$ cat config.mk
export PLATFORM = sky130hd
export DESIGN_NAME = rbac_framer
export DESIGN_NICKNAME = d
export VERILOG_FILES = /design/src/rbac_pkg.sv /design/src/rbac_framer.sv /design/src/rbac_fifo.sv /design/src/rbac_first_collision_index.sv
export VERILOG_INCLUDE_DIRS = /design/src
export SDC_FILE = /design/constraint.sdc
export NUM_CORES = 1
export LEC_CHECK = 0
export BUFFER_PORTS_ARGS = -buffer_cell sky130_fd_sc_hd__clkbuf_2
export CORE_ASPECT_RATIO = 0.75
export CORE_MARGIN = 8
export CORE_UTILIZATION = 45
export CTS_CLUSTER_DIAMETER = 60
export DETAILED_ROUTE_END_ITERATION = 10
export PLACE_DENSITY = 0.77
export SETUP_SLACK_MARGIN = 0.1
export SLEW_MARGIN = 20
export SYNTH_ARGS = -nofsm -noshare
export SYNTH_HDL_FRONTEND = slang
export SYNTH_SLANG_ARGS = --single-unit
$ cat constraint.sdc
create_clock -name clock -period 2.9 [get_ports clock]
set_input_delay 0.435 -clock clock [delete_from_list [all_inputs] [get_ports clock]]
set_output_delay 0.435 -clock clock [all_outputs]
set_load 0.01 [all_outputs]
$ cat src/rbac_regs.svh
/*
 Register offsets, field positions and reset values of the receive bit
 framing block. Assumes inclusion by bare name from design files.
*/
`ifndef RBAC_REGS_SVH
`define RBAC_REGS_SVH
`define RBAC_ADDR_FRAMING 8'h0C
`define RBAC_ADDR_FIRST_COLLISION_INDEX 8'h0D
`define RBAC_BIT_KEEP 7
`define RBAC_ALIGN_HI 6
`define RBAC_ALIGN_LO 4
`define RBAC_BIT_COLLERR 3
`define RBAC_LAST_HI 2
`define RBAC_LAST_LO 0
`define RBAC_BIT_CPVALID 7
`define RBAC_CTRL_RESET 8'h80
`define RBAC_ZERO3 3'h0
`define RBAC_ZERO7 7'h00
`define RBAC_ZERO8 8'h00
`define RBAC_ONE3 3'h1
`define RBAC_MAX_BIT 3'h7
`define RBAC_COLL_LIMIT 7'h40
`define RBAC_FIFO_DEPTH 16
`endif

$ cat src/rbac_pkg.sv
/*
 Types shared by the receive bit framing block.
 Assumes nothing of its surroundings.
*/
package rbac_pkg;
   // One received bit from the decoder
   typedef struct packed {
      logic value;
      logic coll;
   } rbac_bit_t;
   // Register bus request
   typedef struct packed {
      logic wr;
      logic rd;
      logic [7:0] addr;
      logic [7:0] wdata;
   } rbac_req_t;
   // Receive sequence states
   typedef enum logic [2:0] {
      RBAC_IDLE = 3'b001,
      RBAC_RECV = 3'b010,
      RBAC_FLUSH = 3'b100
   } rbac_state_t;
endpackage

$ cat src/rbac_framer.sv
/*
 Receive bit framing: aligns received bits into bytes, reports last
 valid bit count, handles collisions, and holds the two registers.
 Assumes a decoder that strobes one bit at a time between frame start
 and frame end pulses, and a consumer that drains the byte FIFO.
 Software writes to the last-bits field are dropped; the decoder owns it.
 The host should trust the collision position only when flagged valid.
*/
// Notes on behaviour
// - Keep bit clear zeroes bits after collision
// - Alignment field sets first bit position
// - Positions past seven wrap into next byte
// - Zero alignment means byte-oriented reception
// - Collision raises integrity error when enabled
// - Last-bits field counts valid final bits
// - Last-bits cleared at start, loaded at end in bit-oriented mode
// - Valid flag only for reportable collision
// - Seven-bit first collision index, eight bytes
// - Position is zero-based across bytes
// - Alignment is added into the position
// - Collision flag clears at receive start
// - Integrity error sets, reception continues
`timescale 1ns/1ps
`include "rbac_regs.svh"
module rbac_framer #(
   parameter int FIFO_DEPTH = `RBAC_FIFO_DEPTH
) (
   // Clock and reset
   input wire logic clock,
   input wire logic rst,
   // Register access
   input wire rbac_pkg::rbac_req_t req,
   output logic [7:0] rdata,
   // Receive decoder
   input wire logic frameStart,
   input wire logic frameEnd,
   input wire logic bitStrobe,
   input wire rbac_pkg::rbac_bit_t rxBit,
   input wire logic parityErr,
   input wire logic crcErr,
   // Stalls the decoder while a byte is staged for the FIFO
   output logic bitReady,
   // Received bytes
   output logic byteValid,
   input wire logic byteReady,
   output logic [7:0] byteData,
   // Status
   output logic integrityErr,
   output logic collisionSeen,
   output logic bitOriented
);
   rbac_pkg::rbac_state_t state_q;
   rbac_pkg::rbac_state_t state_d;
   logic keep_q;
   logic [2:0] align_q;
   logic collErr_q;
   logic [2:0] lastBits_q;
   logic [7:0] shift_q;
   logic [2:0] bitPos_q;
   logic [9:0] bitIndex_q;
   logic afterColl_q;
   logic integ_q;
   logic pending_q;
   logic [7:0] rdata_q;
   wire collision_index_valid;
   wire [6:0] first_collision_index;
   wire collSeen;
   wire fifoReady;
   wire takeBit;
   wire storedBit;
   wire [7:0] merged;
   wire byteDone;
   wire pushByte;
   wire wrCtrl;
   wire hitCtrl;
   wire hitColl;
   wire partial;
   wire [2:0] startAlign;

   // Bit position within a byte, wrapping at seven
   function automatic logic [2:0] rbac_next_pos(input logic [2:0] p);
      return (p == `RBAC_MAX_BIT) ? `RBAC_ZERO3 : 3'(p + `RBAC_ONE3);
   endfunction

   // Register decode
   assign hitCtrl = req.addr == `RBAC_ADDR_FRAMING;
   assign hitColl = req.addr == `RBAC_ADDR_FIRST_COLLISION_INDEX;
   assign wrCtrl = req.wr && hitCtrl;
   // Same offset for position and index, even if written at frame start
   assign startAlign = wrCtrl ? req.wdata[`RBAC_ALIGN_HI:`RBAC_ALIGN_LO] : align_q;

   // Receive datapath decode
   assign takeBit = bitStrobe && bitReady && state_q == rbac_pkg::RBAC_RECV;
   assign storedBit = (afterColl_q || rxBit.coll) && !keep_q ?
      1'b0 : rxBit.value;
   assign merged = shift_q | (8'(storedBit) << bitPos_q);
   assign byteDone = takeBit && bitPos_q == `RBAC_MAX_BIT;
   assign partial = bitPos_q != `RBAC_ZERO3;
   // Any staged byte holds the decoder back until the FIFO takes it
   assign bitReady = !pending_q;
   assign pushByte = pending_q;
   assign bitOriented = align_q != `RBAC_ZERO3;

   // Next state
   always_comb begin
      state_d = state_q;
      case (state_q)
         rbac_pkg::RBAC_IDLE: begin
            if (frameStart) begin
               state_d = rbac_pkg::RBAC_RECV;
            end
         end
         rbac_pkg::RBAC_RECV: begin
            if (frameEnd) begin
               state_d = rbac_pkg::RBAC_FLUSH;
            end
         end
         rbac_pkg::RBAC_FLUSH: begin
            if (!pending_q) begin
               state_d = rbac_pkg::RBAC_IDLE;
            end
         end
         default: begin
            state_d = rbac_pkg::RBAC_IDLE;
         end
      endcase
   end

   // State register
   always_ff @(posedge clock) begin
      if (rst) begin
         state_q <= rbac_pkg::RBAC_IDLE;
      end else begin
         state_q <= state_d;
      end
   end

   // Control fields written by software
   always_ff @(posedge clock) begin
      if (rst) begin
         keep_q <= 1'(`RBAC_CTRL_RESET >> `RBAC_BIT_KEEP);
         align_q <= `RBAC_ZERO3;
         collErr_q <= 1'b0;
      end else if (wrCtrl) begin
         keep_q <= req.wdata[`RBAC_BIT_KEEP];
         align_q <= req.wdata[`RBAC_ALIGN_HI:`RBAC_ALIGN_LO];
         collErr_q <= req.wdata[`RBAC_BIT_COLLERR];
      end
   end

   // Last-bits field belongs to the decoder, not software
   always_ff @(posedge clock) begin
      if (rst || frameStart) begin
         lastBits_q <= `RBAC_ZERO3;
      end else if (frameEnd && state_q == rbac_pkg::RBAC_RECV &&
                   bitOriented) begin
         lastBits_q <= bitPos_q;
      end
   end

   // Assemble bytes; offset only for the first byte of a frame
   always_ff @(posedge clock) begin
      if (rst || frameStart) begin
         shift_q <= `RBAC_ZERO8;
         bitPos_q <= rst ? `RBAC_ZERO3 : startAlign;
         bitIndex_q <= rst ? 10'h000 : 10'(startAlign);
         afterColl_q <= 1'b0;
      end else if (takeBit) begin
         shift_q <= byteDone ? `RBAC_ZERO8 : merged;
         bitPos_q <= rbac_next_pos(bitPos_q);
         bitIndex_q <= 10'(bitIndex_q + 1'b1);
         afterColl_q <= afterColl_q || rxBit.coll;
      end else if (frameEnd && state_q == rbac_pkg::RBAC_RECV) begin
         shift_q <= `RBAC_ZERO8;
      end
   end

   // Byte staged for the FIFO, including a partial last byte
   always_ff @(posedge clock) begin
      if (rst) begin
         pending_q <= 1'b0;
         byteData <= `RBAC_ZERO8;
      end else if (byteDone || (frameEnd && state_q == rbac_pkg::RBAC_RECV
                                && partial)) begin
         pending_q <= 1'b1;
         byteData <= takeBit ? merged : shift_q;
      end else if (pending_q && fifoReady) begin
         pending_q <= 1'b0;
      end
   end

   // Integrity error stays set, reception goes on; set beats clear
   always_ff @(posedge clock) begin
      if (rst) begin
         integ_q <= 1'b0;
      end else if (takeBit && (parityErr || crcErr ||
                   (rxBit.coll && collErr_q))) begin
         integ_q <= 1'b1;
      end else if (frameStart) begin
         integ_q <= 1'b0;
      end
   end

   // Register read data from flip-flops
   always_ff @(posedge clock) begin
      if (rst) begin
         rdata_q <= `RBAC_ZERO8;
      end else if (req.rd && hitCtrl) begin
         rdata_q <= {keep_q, align_q, collErr_q, lastBits_q};
      end else if (req.rd && hitColl) begin
         rdata_q <= {collision_index_valid, first_collision_index};
      end else if (req.rd) begin
         rdata_q <= `RBAC_ZERO8;
      end
   end

   // Status outputs straight from their flip-flops
   assign rdata = rdata_q;
   assign integrityErr = integ_q;
   assign collisionSeen = collSeen;

   // First collision tracker, fed only with bits actually taken
   rbac_first_collision_index u_first_collision_index (
      .clock(clock),
      .rst(rst),
      .frameStart(frameStart),
      .bitStrobe(takeBit),
      .bitColl(rxBit.coll),
      .bitIndex(bitIndex_q),
      .seen(collSeen),
      .posValid(collision_index_valid),
      .position(first_collision_index)
   );

   // Byte buffer; its valid/ready reach the consumer, its data output is left open
   rbac_fifo #(
      .WIDTH(8),
      .DEPTH(FIFO_DEPTH)
   ) u_fifo (
      .clock(clock),
      .rst(rst),
      .inValid(pushByte),
      .inReady(fifoReady),
      .inData(byteData),
      .outValid(byteValid),
      .outReady(byteReady),
      .outData()
   );

   // Bits after a collision are forced low unless kept
   AST_ZERO_AFTER: assert property (@(posedge clock) disable iff (rst)
      takeBit && !keep_q && afterColl_q |-> storedBit == 1'b0)
      else $error("bit after collision not zeroed");

   // With the keep bit set the received value goes through as is
   AST_KEEP_VALUE: assert property (@(posedge clock) disable iff (rst)
      takeBit && keep_q |-> storedBit == rxBit.value)
      else $error("kept bit altered");

   // Collision reported as integrity error when enabled
   AST_COLL_INTEG: assert property (@(posedge clock) disable iff (rst)
      takeBit && rxBit.coll && collErr_q |=> integ_q)
      else $error("collision did not raise integrity error");

   // Set wins, so an error on the last bit is never lost
   AST_ERR_INTEG: assert property (@(posedge clock) disable iff (rst)
      takeBit && (parityErr || crcErr) |=> integ_q)
      else $error("integrity error not raised");

   // Error flag stays set until the next frame
   AST_INTEG_HOLD: assert property (@(posedge clock) disable iff (rst)
      integ_q && !frameStart |=> integ_q)
      else $error("integrity error dropped inside frame");

   // Last-bits cleared when a frame starts
   AST_LAST_CLEAR: assert property (@(posedge clock) disable iff (rst)
      frameStart |=> lastBits_q == 3'h0)
      else $error("last bits not cleared at start");

   // Bit-oriented end loads the position after the last bit
   AST_LAST_LOAD: assert property (@(posedge clock) disable iff (rst)
      frameEnd && state_q == rbac_pkg::RBAC_RECV && bitOriented &&
      !frameStart |=> lastBits_q == $past(bitPos_q))
      else $error("last bits not loaded at end");

   // Byte-oriented end leaves the field alone
   AST_BYTE_MODE: assert property (@(posedge clock)
      disable iff (rst)
      frameEnd && state_q == rbac_pkg::RBAC_RECV && !bitOriented &&
      !frameStart |=> lastBits_q == $past(lastBits_q))
      else $error("last bits changed in byte mode");

   // First bit lands at the programmed offset
   AST_ALIGN_FIRST: assert property (@(posedge clock) disable iff (rst)
      frameStart && !req.wr |=> bitPos_q == $past(align_q))
      else $error("first bit position not aligned");

   // Index starts at the offset so that it adds into the position
   AST_INDEX_START: assert property (@(posedge clock) disable iff (rst)
      frameStart |=> bitIndex_q == 10'($past(startAlign)))
      else $error("bit index not started at offset");

   // Position seven wraps to zero of the next byte
   AST_WRAP: assert property (@(posedge clock) disable iff (rst)
      takeBit && bitPos_q == 3'h7 && !frameStart |=> bitPos_q == 3'h0)
      else $error("position did not wrap to zero");

   // Inside a frame positions only step; the offset is never reapplied
   AST_STEP: assert property (@(posedge clock) disable iff (rst)
      takeBit && !frameStart |=> bitPos_q == 3'($past(bitPos_q) + 3'h1))
      else $error("bit position did not step by one");

   // Errors do not end reception
   AST_CONTINUE: assert property (@(posedge clock) disable iff (rst)
      state_q == rbac_pkg::RBAC_RECV && parityErr && !frameEnd |=>
      state_q == rbac_pkg::RBAC_RECV)
      else $error("reception stopped on integrity error");

   // Start clears the flag unless a collision is taken at that edge
   AST_COLL_CLEAR: assert property (@(posedge clock) disable iff (rst)
      frameStart && !(takeBit && rxBit.coll) |=> !collisionSeen)
      else $error("collision flag not cleared at start");

   // A taken collision bit is always recorded
   AST_COLL_SET: assert property (@(posedge clock) disable iff (rst)
      takeBit && rxBit.coll |=> collisionSeen)
      else $error("collision not recorded");

   // Staged byte waits unchanged while the FIFO is full
   AST_STAGE_HOLD: assert property (@(posedge clock) disable iff (rst)
      pending_q && !fifoReady |=>
      pending_q && byteData == $past(byteData))
      else $error("staged byte lost while FIFO full");

   // A partial final byte is staged when the frame ends
   AST_PARTIAL_PUSH: assert property (@(posedge clock) disable iff (rst)
      frameEnd && state_q == rbac_pkg::RBAC_RECV && partial && !takeBit
      |=> pending_q && byteData == $past(shift_q))
      else $error("partial final byte not staged");

   // Flush ends once the staged byte has left
   AST_FLUSH_DONE: assert property (@(posedge clock) disable iff (rst)
      state_q == rbac_pkg::RBAC_FLUSH && !pending_q |=>
      state_q == rbac_pkg::RBAC_IDLE)
      else $error("flush did not return to idle");
endmodule

$ cat src/rbac_fifo.sv
/*
 Synchronous FIFO with valid/ready on both sides.
 Assumes one clock and a synchronous active high reset.
*/
`timescale 1ns/1ps
module rbac_fifo #(
   parameter int WIDTH = 8,
   parameter int DEPTH = 16
) (
   // Clock and reset
   input wire logic clock,
   input wire logic rst,
   // Fill side
   input wire logic inValid,
   output logic inReady,
   input wire logic [WIDTH-1:0] inData,
   // Drain side
   output logic outValid,
   input wire logic outReady,
   output logic [WIDTH-1:0] outData
);
   localparam int AW = $clog2(DEPTH);
   logic [WIDTH-1:0] mem [DEPTH];
   logic [AW-1:0] wrPtr_q;
   logic [AW-1:0] rdPtr_q;
   logic [AW:0] count_q;
   wire doWrite;
   wire doRead;

   // Full only at DEPTH; the count is one bit wider than the pointers
   assign inReady = (count_q != (AW+1)'(DEPTH));
   assign outValid = (count_q != '0);
   assign doWrite = inValid && inReady;
   assign doRead = outValid && outReady;
   assign outData = mem[rdPtr_q];

   // Storage writes need no reset
   always_ff @(posedge clock) begin
      if (doWrite) begin
         mem[wrPtr_q] <= inData;
      end
   end

   // Pointer and occupancy
   always_ff @(posedge clock) begin
      if (rst) begin
         wrPtr_q <= '0;
         rdPtr_q <= '0;
         count_q <= '0;
      end else begin
         if (doWrite) begin
            wrPtr_q <= AW'(wrPtr_q + 1'b1);
         end
         if (doRead) begin
            rdPtr_q <= AW'(rdPtr_q + 1'b1);
         end
         count_q <= (AW+1)'(count_q + doWrite - doRead);
      end
   end

   AST_NO_OVERFLOW: assert property (@(posedge clock) disable iff (rst)
      count_q <= (AW+1)'(DEPTH))
      else $error("fifo count beyond depth");
endmodule

$ cat src/rbac_first_collision_index.sv
/*
 Tracks the first collision of a frame and its position.
 Assumes the bit index counts stored data bit places from frame start.
*/
`timescale 1ns/1ps
`include "rbac_regs.svh"
module rbac_first_collision_index (
   // Clock and reset
   input wire logic clock,
   input wire logic rst,
   // Frame control
   input wire logic frameStart,
   input wire logic bitStrobe,
   input wire logic bitColl,
   input wire logic [9:0] bitIndex,
   // Result
   output logic seen,
   output logic posValid,
   output logic [6:0] position
);
   logic seen_q;
   logic valid_q;
   logic [6:0] pos_q;
   wire firstColl;
   wire inRange;

   // Only the first collision of a frame is recorded
   assign firstColl = bitStrobe && bitColl && !seen_q;
   assign inRange = bitIndex < 10'(`RBAC_COLL_LIMIT);
   assign seen = seen_q;
   assign posValid = valid_q;
   assign position = pos_q;

   // Index already includes the alignment offset; a collision beats start
   always_ff @(posedge clock) begin
      if (rst) begin
         seen_q <= 1'b0;
         valid_q <= 1'b0;
         pos_q <= `RBAC_ZERO7;
      end else if (firstColl) begin
         seen_q <= 1'b1;
         valid_q <= inRange;
         pos_q <= inRange ? bitIndex[6:0] : `RBAC_ZERO7;
      end else if (frameStart) begin
         seen_q <= 1'b0;
         valid_q <= 1'b0;
         pos_q <= `RBAC_ZERO7;
      end
   end

   AST_VALID_RANGE: assert property (@(posedge clock) disable iff (rst)
      firstColl && !frameStart |=> posValid == ($past(bitIndex) < 10'd64) &&
      (posValid -> position == $past(bitIndex[6:0])))
      else $error("collision position mismatch");
endmodule

==> results of run 1 <==
[final cells by class]
type | count | share of cell area (%)
multi-input cells | 211 | 40.6
repair buffers | 50 | 7.58
well taps | 81 | 2.93
clock buffers | 12 | 5.13
inverters | 16 | 1.73
flip-flops and latches | 65 | 41.3
clock inverters | 4 | 0.686
[registers in the layout, summed over array words and instances, names as in the netlist, 5 cells and up]
| name | count |
|---|---|
| byteData | 8 |
| shift_q | 8 |
| u_fifo.count_q | 5 |
| bitIndex_q | 10 |
| rdata | 8 |
| u_first_collision_index.position | 7 |
[kinds of logic after synthesis]
logic type,Yosys count,share of synthesized area [%]
AOI/OAI and AO/OA,53,12.4
DFF,65,48.8
and+or+nand+nor,120,21.3
xor gates and xnor gates,10,2.99
buffers and inverters,26,3.33
muxes,17,6.15
adders and majority gates,11,4.95
[stage by stage]
stage                     cell area (um^2)  util [%]  worst slack [ns]  hold WS, ns  total power [W]
after floorplan                       2930         -             0.612        0.424          0.00134
after global placement                3260      51.8             0.600        0.439          0.00143
after detailed placement              3260      51.8             0.438        0.447          0.00147
after CTS                             3460      55.0             0.409        0.282          0.00222
after global routing                  3460      55.1             0.217        0.289          0.00232
final                                 3460      55.1             0.411        0.299          0.00221
[per-layer routing]
layer	wire [um]	vias up	GRT usage, %
met1	2910	1157	17.9
li1	-	1180	-
met3	460	10	5.54
met4	87	0	5.62
met5	0	-	0
met2	3260	61	24.7
[where the power goes]
part | switching, W | internal [W]
combinational | 0.000232 | 0.000195
clock | 0.000344 | 0.000411
sequential | 0.0000471 | 0.000976
[worst max-delay path: stages (launching register included)]
cell and delay [ns]:
dfxtp_1 0.32, inv_1 0.08, ha_1 0.17, nand4b_1 0.13, and2_1 0.18, ha_1 0.27, inv_1 0.06, ha_1 0.16
inv_1 0.06, fa_1 0.40, nor2b_1 0.20, o21bai_1 0.12, nand3_1 0.09, nor3b_1 0.19
[worst max-delay path by stage]
| stage | slack, ns | end | cells after the start |
|---|---|---|---|
| 2_1_floorplan | 0.61 | u_fifo.count_q[4] | 13 |
| 3_3_place_gp | 0.60 | u_fifo.count_q[4] | 13 |
| 5_1_grt | 0.22 | u_fifo.count_q[4] | 13 |
| 6_report | 0.41 | u_fifo.count_q[4] | 13 |
| 3_5_place_dp | 0.44 | u_fifo.count_q[4] | 13 |
| 4_1_cts | 0.41 | u_fifo.count_q[4] | 13 |
[cells in the final DEF (no fill, tap or decap), types with 7 or more instances in the layout]
master     n
dfxtp_1   52
nor2_1    50
clkbuf_2  45
inv_1     15
a21oi_1   15
edfxtp_1  13
nand3_1   11
nand2_1   10
ha_1      10
mux2i_1    9
nor3_1     9
a211oi_1   9
clkbuf_8   9
and3_1     8
mux2_2     8
a22oi_1    8
nor2b_1    7
xor2_1     7
==> impl_metrics.toml, run 1 <==
[outcome]
status = "completed"

[finish]
diodes = 0
fillers = 579
regArea_mm2 = 0.00143
area_delta_synth_final_pct = 18.2
nNetsFinal = 392
stdcell_count = 439
multi_input_area_mm2 = 0.00141
layout-drive-gt1-share_pct = 22.1

[critical_path]
critPathKind = "reg2reg"
r2r_cells = 13
critPathCaptureType = "flip-flop"
worstPathRequired_ns = 3.16
rrSetupSlack_ns = 0.41
crit_path_max_fanout = 2
cp-startpoint = "u_fifo.count_q[2]"
r2r_start = "u_fifo.count_q[2]"
timing.rr.end = "u_fifo.count_q[4]"
crit_path_start_kind = "flip-flop"
crit_arrival_ns = 2.75

[logic_synthesis]
synth.avg_cell_area_um2 = 9.70
synthTopCellsByArea = "dfxtp_1 (36%), edfxtp_1 (13%), nor2_1 (6.4%)"
synth-edff-count = 13
synth_area_mm2 = 0.00293
synthArstFlopShare_pct = 0
yosysMostFrequentCell = "dfxtp_1"
synth_flop_cell = "dfxtp_1"
synth_seq_cells = 65
synth.top_cell.area_share_pct = 35.5
ys_warn_count = 0
synth_common_cells = "dfxtp_1 (52), nor2_1 (50), a21oi_1 (15), inv_1 (15), edfxtp_1 (13)"
syn-num-nets = 341
ys_seq_area_share_pct = 48.8
synth_cells = 302
synth_top_cell_by_area = "dfxtp_1"
ys_types = 49

[hold_path]
hp-start = "req[7]"
whs_path_depth = 2
hold_class = "in2reg"
whs_endpoint = "keep_q"

[timing]
fin_skew_ns = 0.0115
worst_pin_slew_ns = 0.672
finalHoldViolCount = 0
relSlewSlack_pct = 54.9
fin_tns_setup_ns = 0
timing.fmax_mhz = 402
fin_crit_sh_pct = 85.8
drv_slew = 0
period_minus_slack_ns = 2.49
rsz0062_at_grt = "no"
setup-violations-final = 0

[detailed_routing]
viasPerCell = 5.49
wl_per_cell_um = 15.3
vias = 2408
detail-route-antenna-nets = 0
drt-total-wl_mm = 6.72
dr.pass1.iters = 4
drc = 0
first_iter_violations = 107

[floorplanning]
core_area_mm2 = 0.00629
dieHeight_um = 85.9
rows = 25
ios = 49
initial_core_util_pct = 46.6
dieArea_mm2 = 0.00938
die_width_um = 109

[global_routing]
grt_usage_pct = 15.2
antenna_found_initial = 0
grt_overflow = 0
grt_pass1_wl_mm = 11.1
grt_max_degree = 27
first_global_vias = 2350

[placement]
place_congestion = 0.800
port_buffers = 45
post-place-cells = 423
dp_hpwl_mm = 5.04

[clock_network]
cts_setup_buffers = 0
cts_tree = "built"
clkSlewWorstSetupHoldPaths_ns = 0.07
cts_max_level = 3
cts_resized = 0
clockBufferDepth = 2
clock_sinks = 65
holdBufCountCts = 0
clk-insertion-delay-late_ns = 0.35
root_buffer = "clkbuf_8"
numCtsBuffers = 9

[power_and_ir_drop]
power_density_mw_per_mm2 = 637
ir_drop_mv = 0.424
power_leakage_nw = 1.39

[job]
cap_violations = 0
Note: power is estimated with default switching activity, not from simulation.
==> run 2: changes to the inputs <==
--- a/config.mk
+++ b/config.mk
@@ -7,12 +7,14 @@
 export NUM_CORES = 1
 export LEC_CHECK = 0
 export BUFFER_PORTS_ARGS = -buffer_cell sky130_fd_sc_hd__clkbuf_2
+export CELL_PAD_IN_SITES_DETAIL_PLACEMENT = 1
+export CELL_PAD_IN_SITES_GLOBAL_PLACEMENT = 2
 export CORE_ASPECT_RATIO = 0.75
 export CORE_MARGIN = 8
-export CORE_UTILIZATION = 45
+export CORE_UTILIZATION = 35
 export CTS_CLUSTER_DIAMETER = 60
 export DETAILED_ROUTE_END_ITERATION = 10
-export PLACE_DENSITY = 0.77
+export PLACE_DENSITY = 0.9
 export SETUP_SLACK_MARGIN = 0.1
 export SLEW_MARGIN = 20
 export SYNTH_ARGS = -nofsm -noshare
==> run 2 against run 1 <==
Compared with the run above: clock power decreased by 7.9%; routed wire length increased by 11%; sequential power about the same; count of clock-buffer cells in the layout increased by 4; critical path depth unchanged; critical path type unchanged.
==> impl_metrics.toml, run 2 (synthesis gave the netlist of run 1 again) <==
[placement]
place_congestion = 0.767
dp_hpwl_mm = 5.68
port_buffers = 45

[job]
cap_violations = 0

[detailed_routing]
dr.pass1.iters = 4
first_iter_violations = 107
vias = 2373
viasPerCell = 5.08
detail-route-antenna-nets = 0
drt-total-wl_mm = 7.49
wl_per_cell_um = 16.0
drc = 0

[clock_network]
cts_resized = 0
cts_setup_buffers = 0
cts_tree = "built"
root_buffer = "clkbuf_8"
holdBufCountCts = 0
clk-insertion-delay-late_ns = 0.35
numCtsBuffers = 9
clock_sinks = 65
cts_max_level = 3
clkSlewWorstSetupHoldPaths_ns = 0.07
clockBufferDepth = 2

[finish]
layout-drive-gt1-share_pct = 20.9
fillers = 969
area_delta_synth_final_pct = 18.4
largest_reg_flops = 10
final_common_cell = "dfxtp_1"
diodes = 0
final_cell_mix = "dfxtp_1 (52), nor2_1 (50), clkbuf_2 (45), inv_1 (15), a21oi_1 (15)"
fin_util_pct = 41.7
nNetsFinal = 393
top_register = "bitIndex_q"
regArea_mm2 = 0.00143
multi_input_area_mm2 = 0.00140

[timing]
fin_crit_sh_pct = 85.4
relSlewSlack_pct = 33.8
period_minus_slack_ns = 2.48
setup-violations-final = 0
worst_pin_slew_ns = 0.992
fin_tns_setup_ns = 0
timing.fmax_mhz = 404
rsz0062_at_grt = "no"
drv_slew = 0
finalHoldViolCount = 0
fin_skew_ns = 0.00998

[outcome]
status = "completed"

[global_routing]
first_global_vias = 2487
antenna_found_initial = 0
grt_usage_pct = 13.8
grt_pass1_wl_mm = 12.4
grt_overflow = 0
grt_max_degree = 25

[power_and_ir_drop]
power_density_mw_per_mm2 = 618
p_total_w = 0.00214
power_leakage_nw = 1.37
ir_drop_mv = 0.395

[floorplanning]
ios = 49
die_width_um = 122
dieArea_mm2 = 0.0116
core_area_mm2 = 0.00831
initial_core_util_pct = 35.3
dieHeight_um = 95.2
rows = 29

[critical_path]
crit_chain = "inv_1 -> ha_1 -> nand4b_1 -> and2_1 -> ha_1 -> inv_1 -> ha_1 -> inv_1 -> fa_1 -> nor2b_1 -> o21bai_1 -> nand3_1 -> nor3b_1"
worstPathRequired_ns = 3.16
critical-path-max-stage-delay_ns = 0.38
critPathKind = "reg2reg"
crit_slowest_cell = "fa_1"
crit_arrival_ns = 2.74
critPathBufInv = 3
cp_top_family = "adder cells"
crit_path_start_kind = "flip-flop"
crit_path_max_fanout = 2
critPathCaptureType = "flip-flop"

[hold_path]
hold_class = "in2reg"
==> run 2: path summary, 6_finish.rpt <==
kind	start	endpoint	slack (ns)	cells past startpoint
min reg2reg	shift_q[0]	shift_q[0]	0.46	2
max	u_fifo.count_q[3]	u_fifo.count_q[4]	0.42	13
max reg2reg	u_fifo.count_q[3]	u_fifo.count_q[4]	0.42	13
min	req[7]	keep_q	0.30	2
==> run 2: area by class of cell <==
class / instances / share of cell area, %
clock buffers: 16 / 4.91
multi-input cells: 211 / 40.4
flip-flops and latches: 65 / 41.3
repair buffers: 51 / 7.79
well taps: 108 / 3.90
inverters: 16 / 1.73
==> run 2: per-layer routing <==
| layer | track usage, % | share of wire (%) | wire length (um) | vias to the layer above |
|---|---|---|---|---|
| met1 | 16.9 | 48 | 3590 | 1158 |
| li1 | - | - | - | 1180 |
| met4 | 3.99 | 0.96 | 72 | 0 |
| met3 | 4.97 | 3.8 | 281 | 6 |
| met2 | 22.3 | 47 | 3550 | 29 |
| met5 | 0 | 0 | 0 | - |
==> run 2: report_power, final <==
part,internal (W),switching [W],total [W]
clock network,0.000360,0.000336,0.000696
logic,0.000193,0.000229,0.000422
registers,0.000977,0.0000489,0.00103
==> run 2: through the flow <==
| stage | hold slack, ns | instances | cell area (um^2) | worst slack (ns) |
|---|---|---|---|---|
| finish | 0.301 | 467 | 3470 | 0.424 |
| detailed placement | 0.447 | 451 | 3300 | 0.399 |
| global route | 0.279 | 467 | 3470 | 0.162 |
| global placement | 0.439 | 451 | 3300 | 0.587 |
| CTS | 0.287 | 467 | 3470 | 0.390 |
| floorplan | 0.424 | 302 | 2930 | 0.612 |
==> run 2: worst reg2reg max path, delay by kind of cell (launching register included) <==
kind	cells	cell delay, ns
buf+inv	3	0.22
simple gates	5	0.75
flops	1	0.33
fa+ha+maj	4	1.00
compound gates	1	0.11
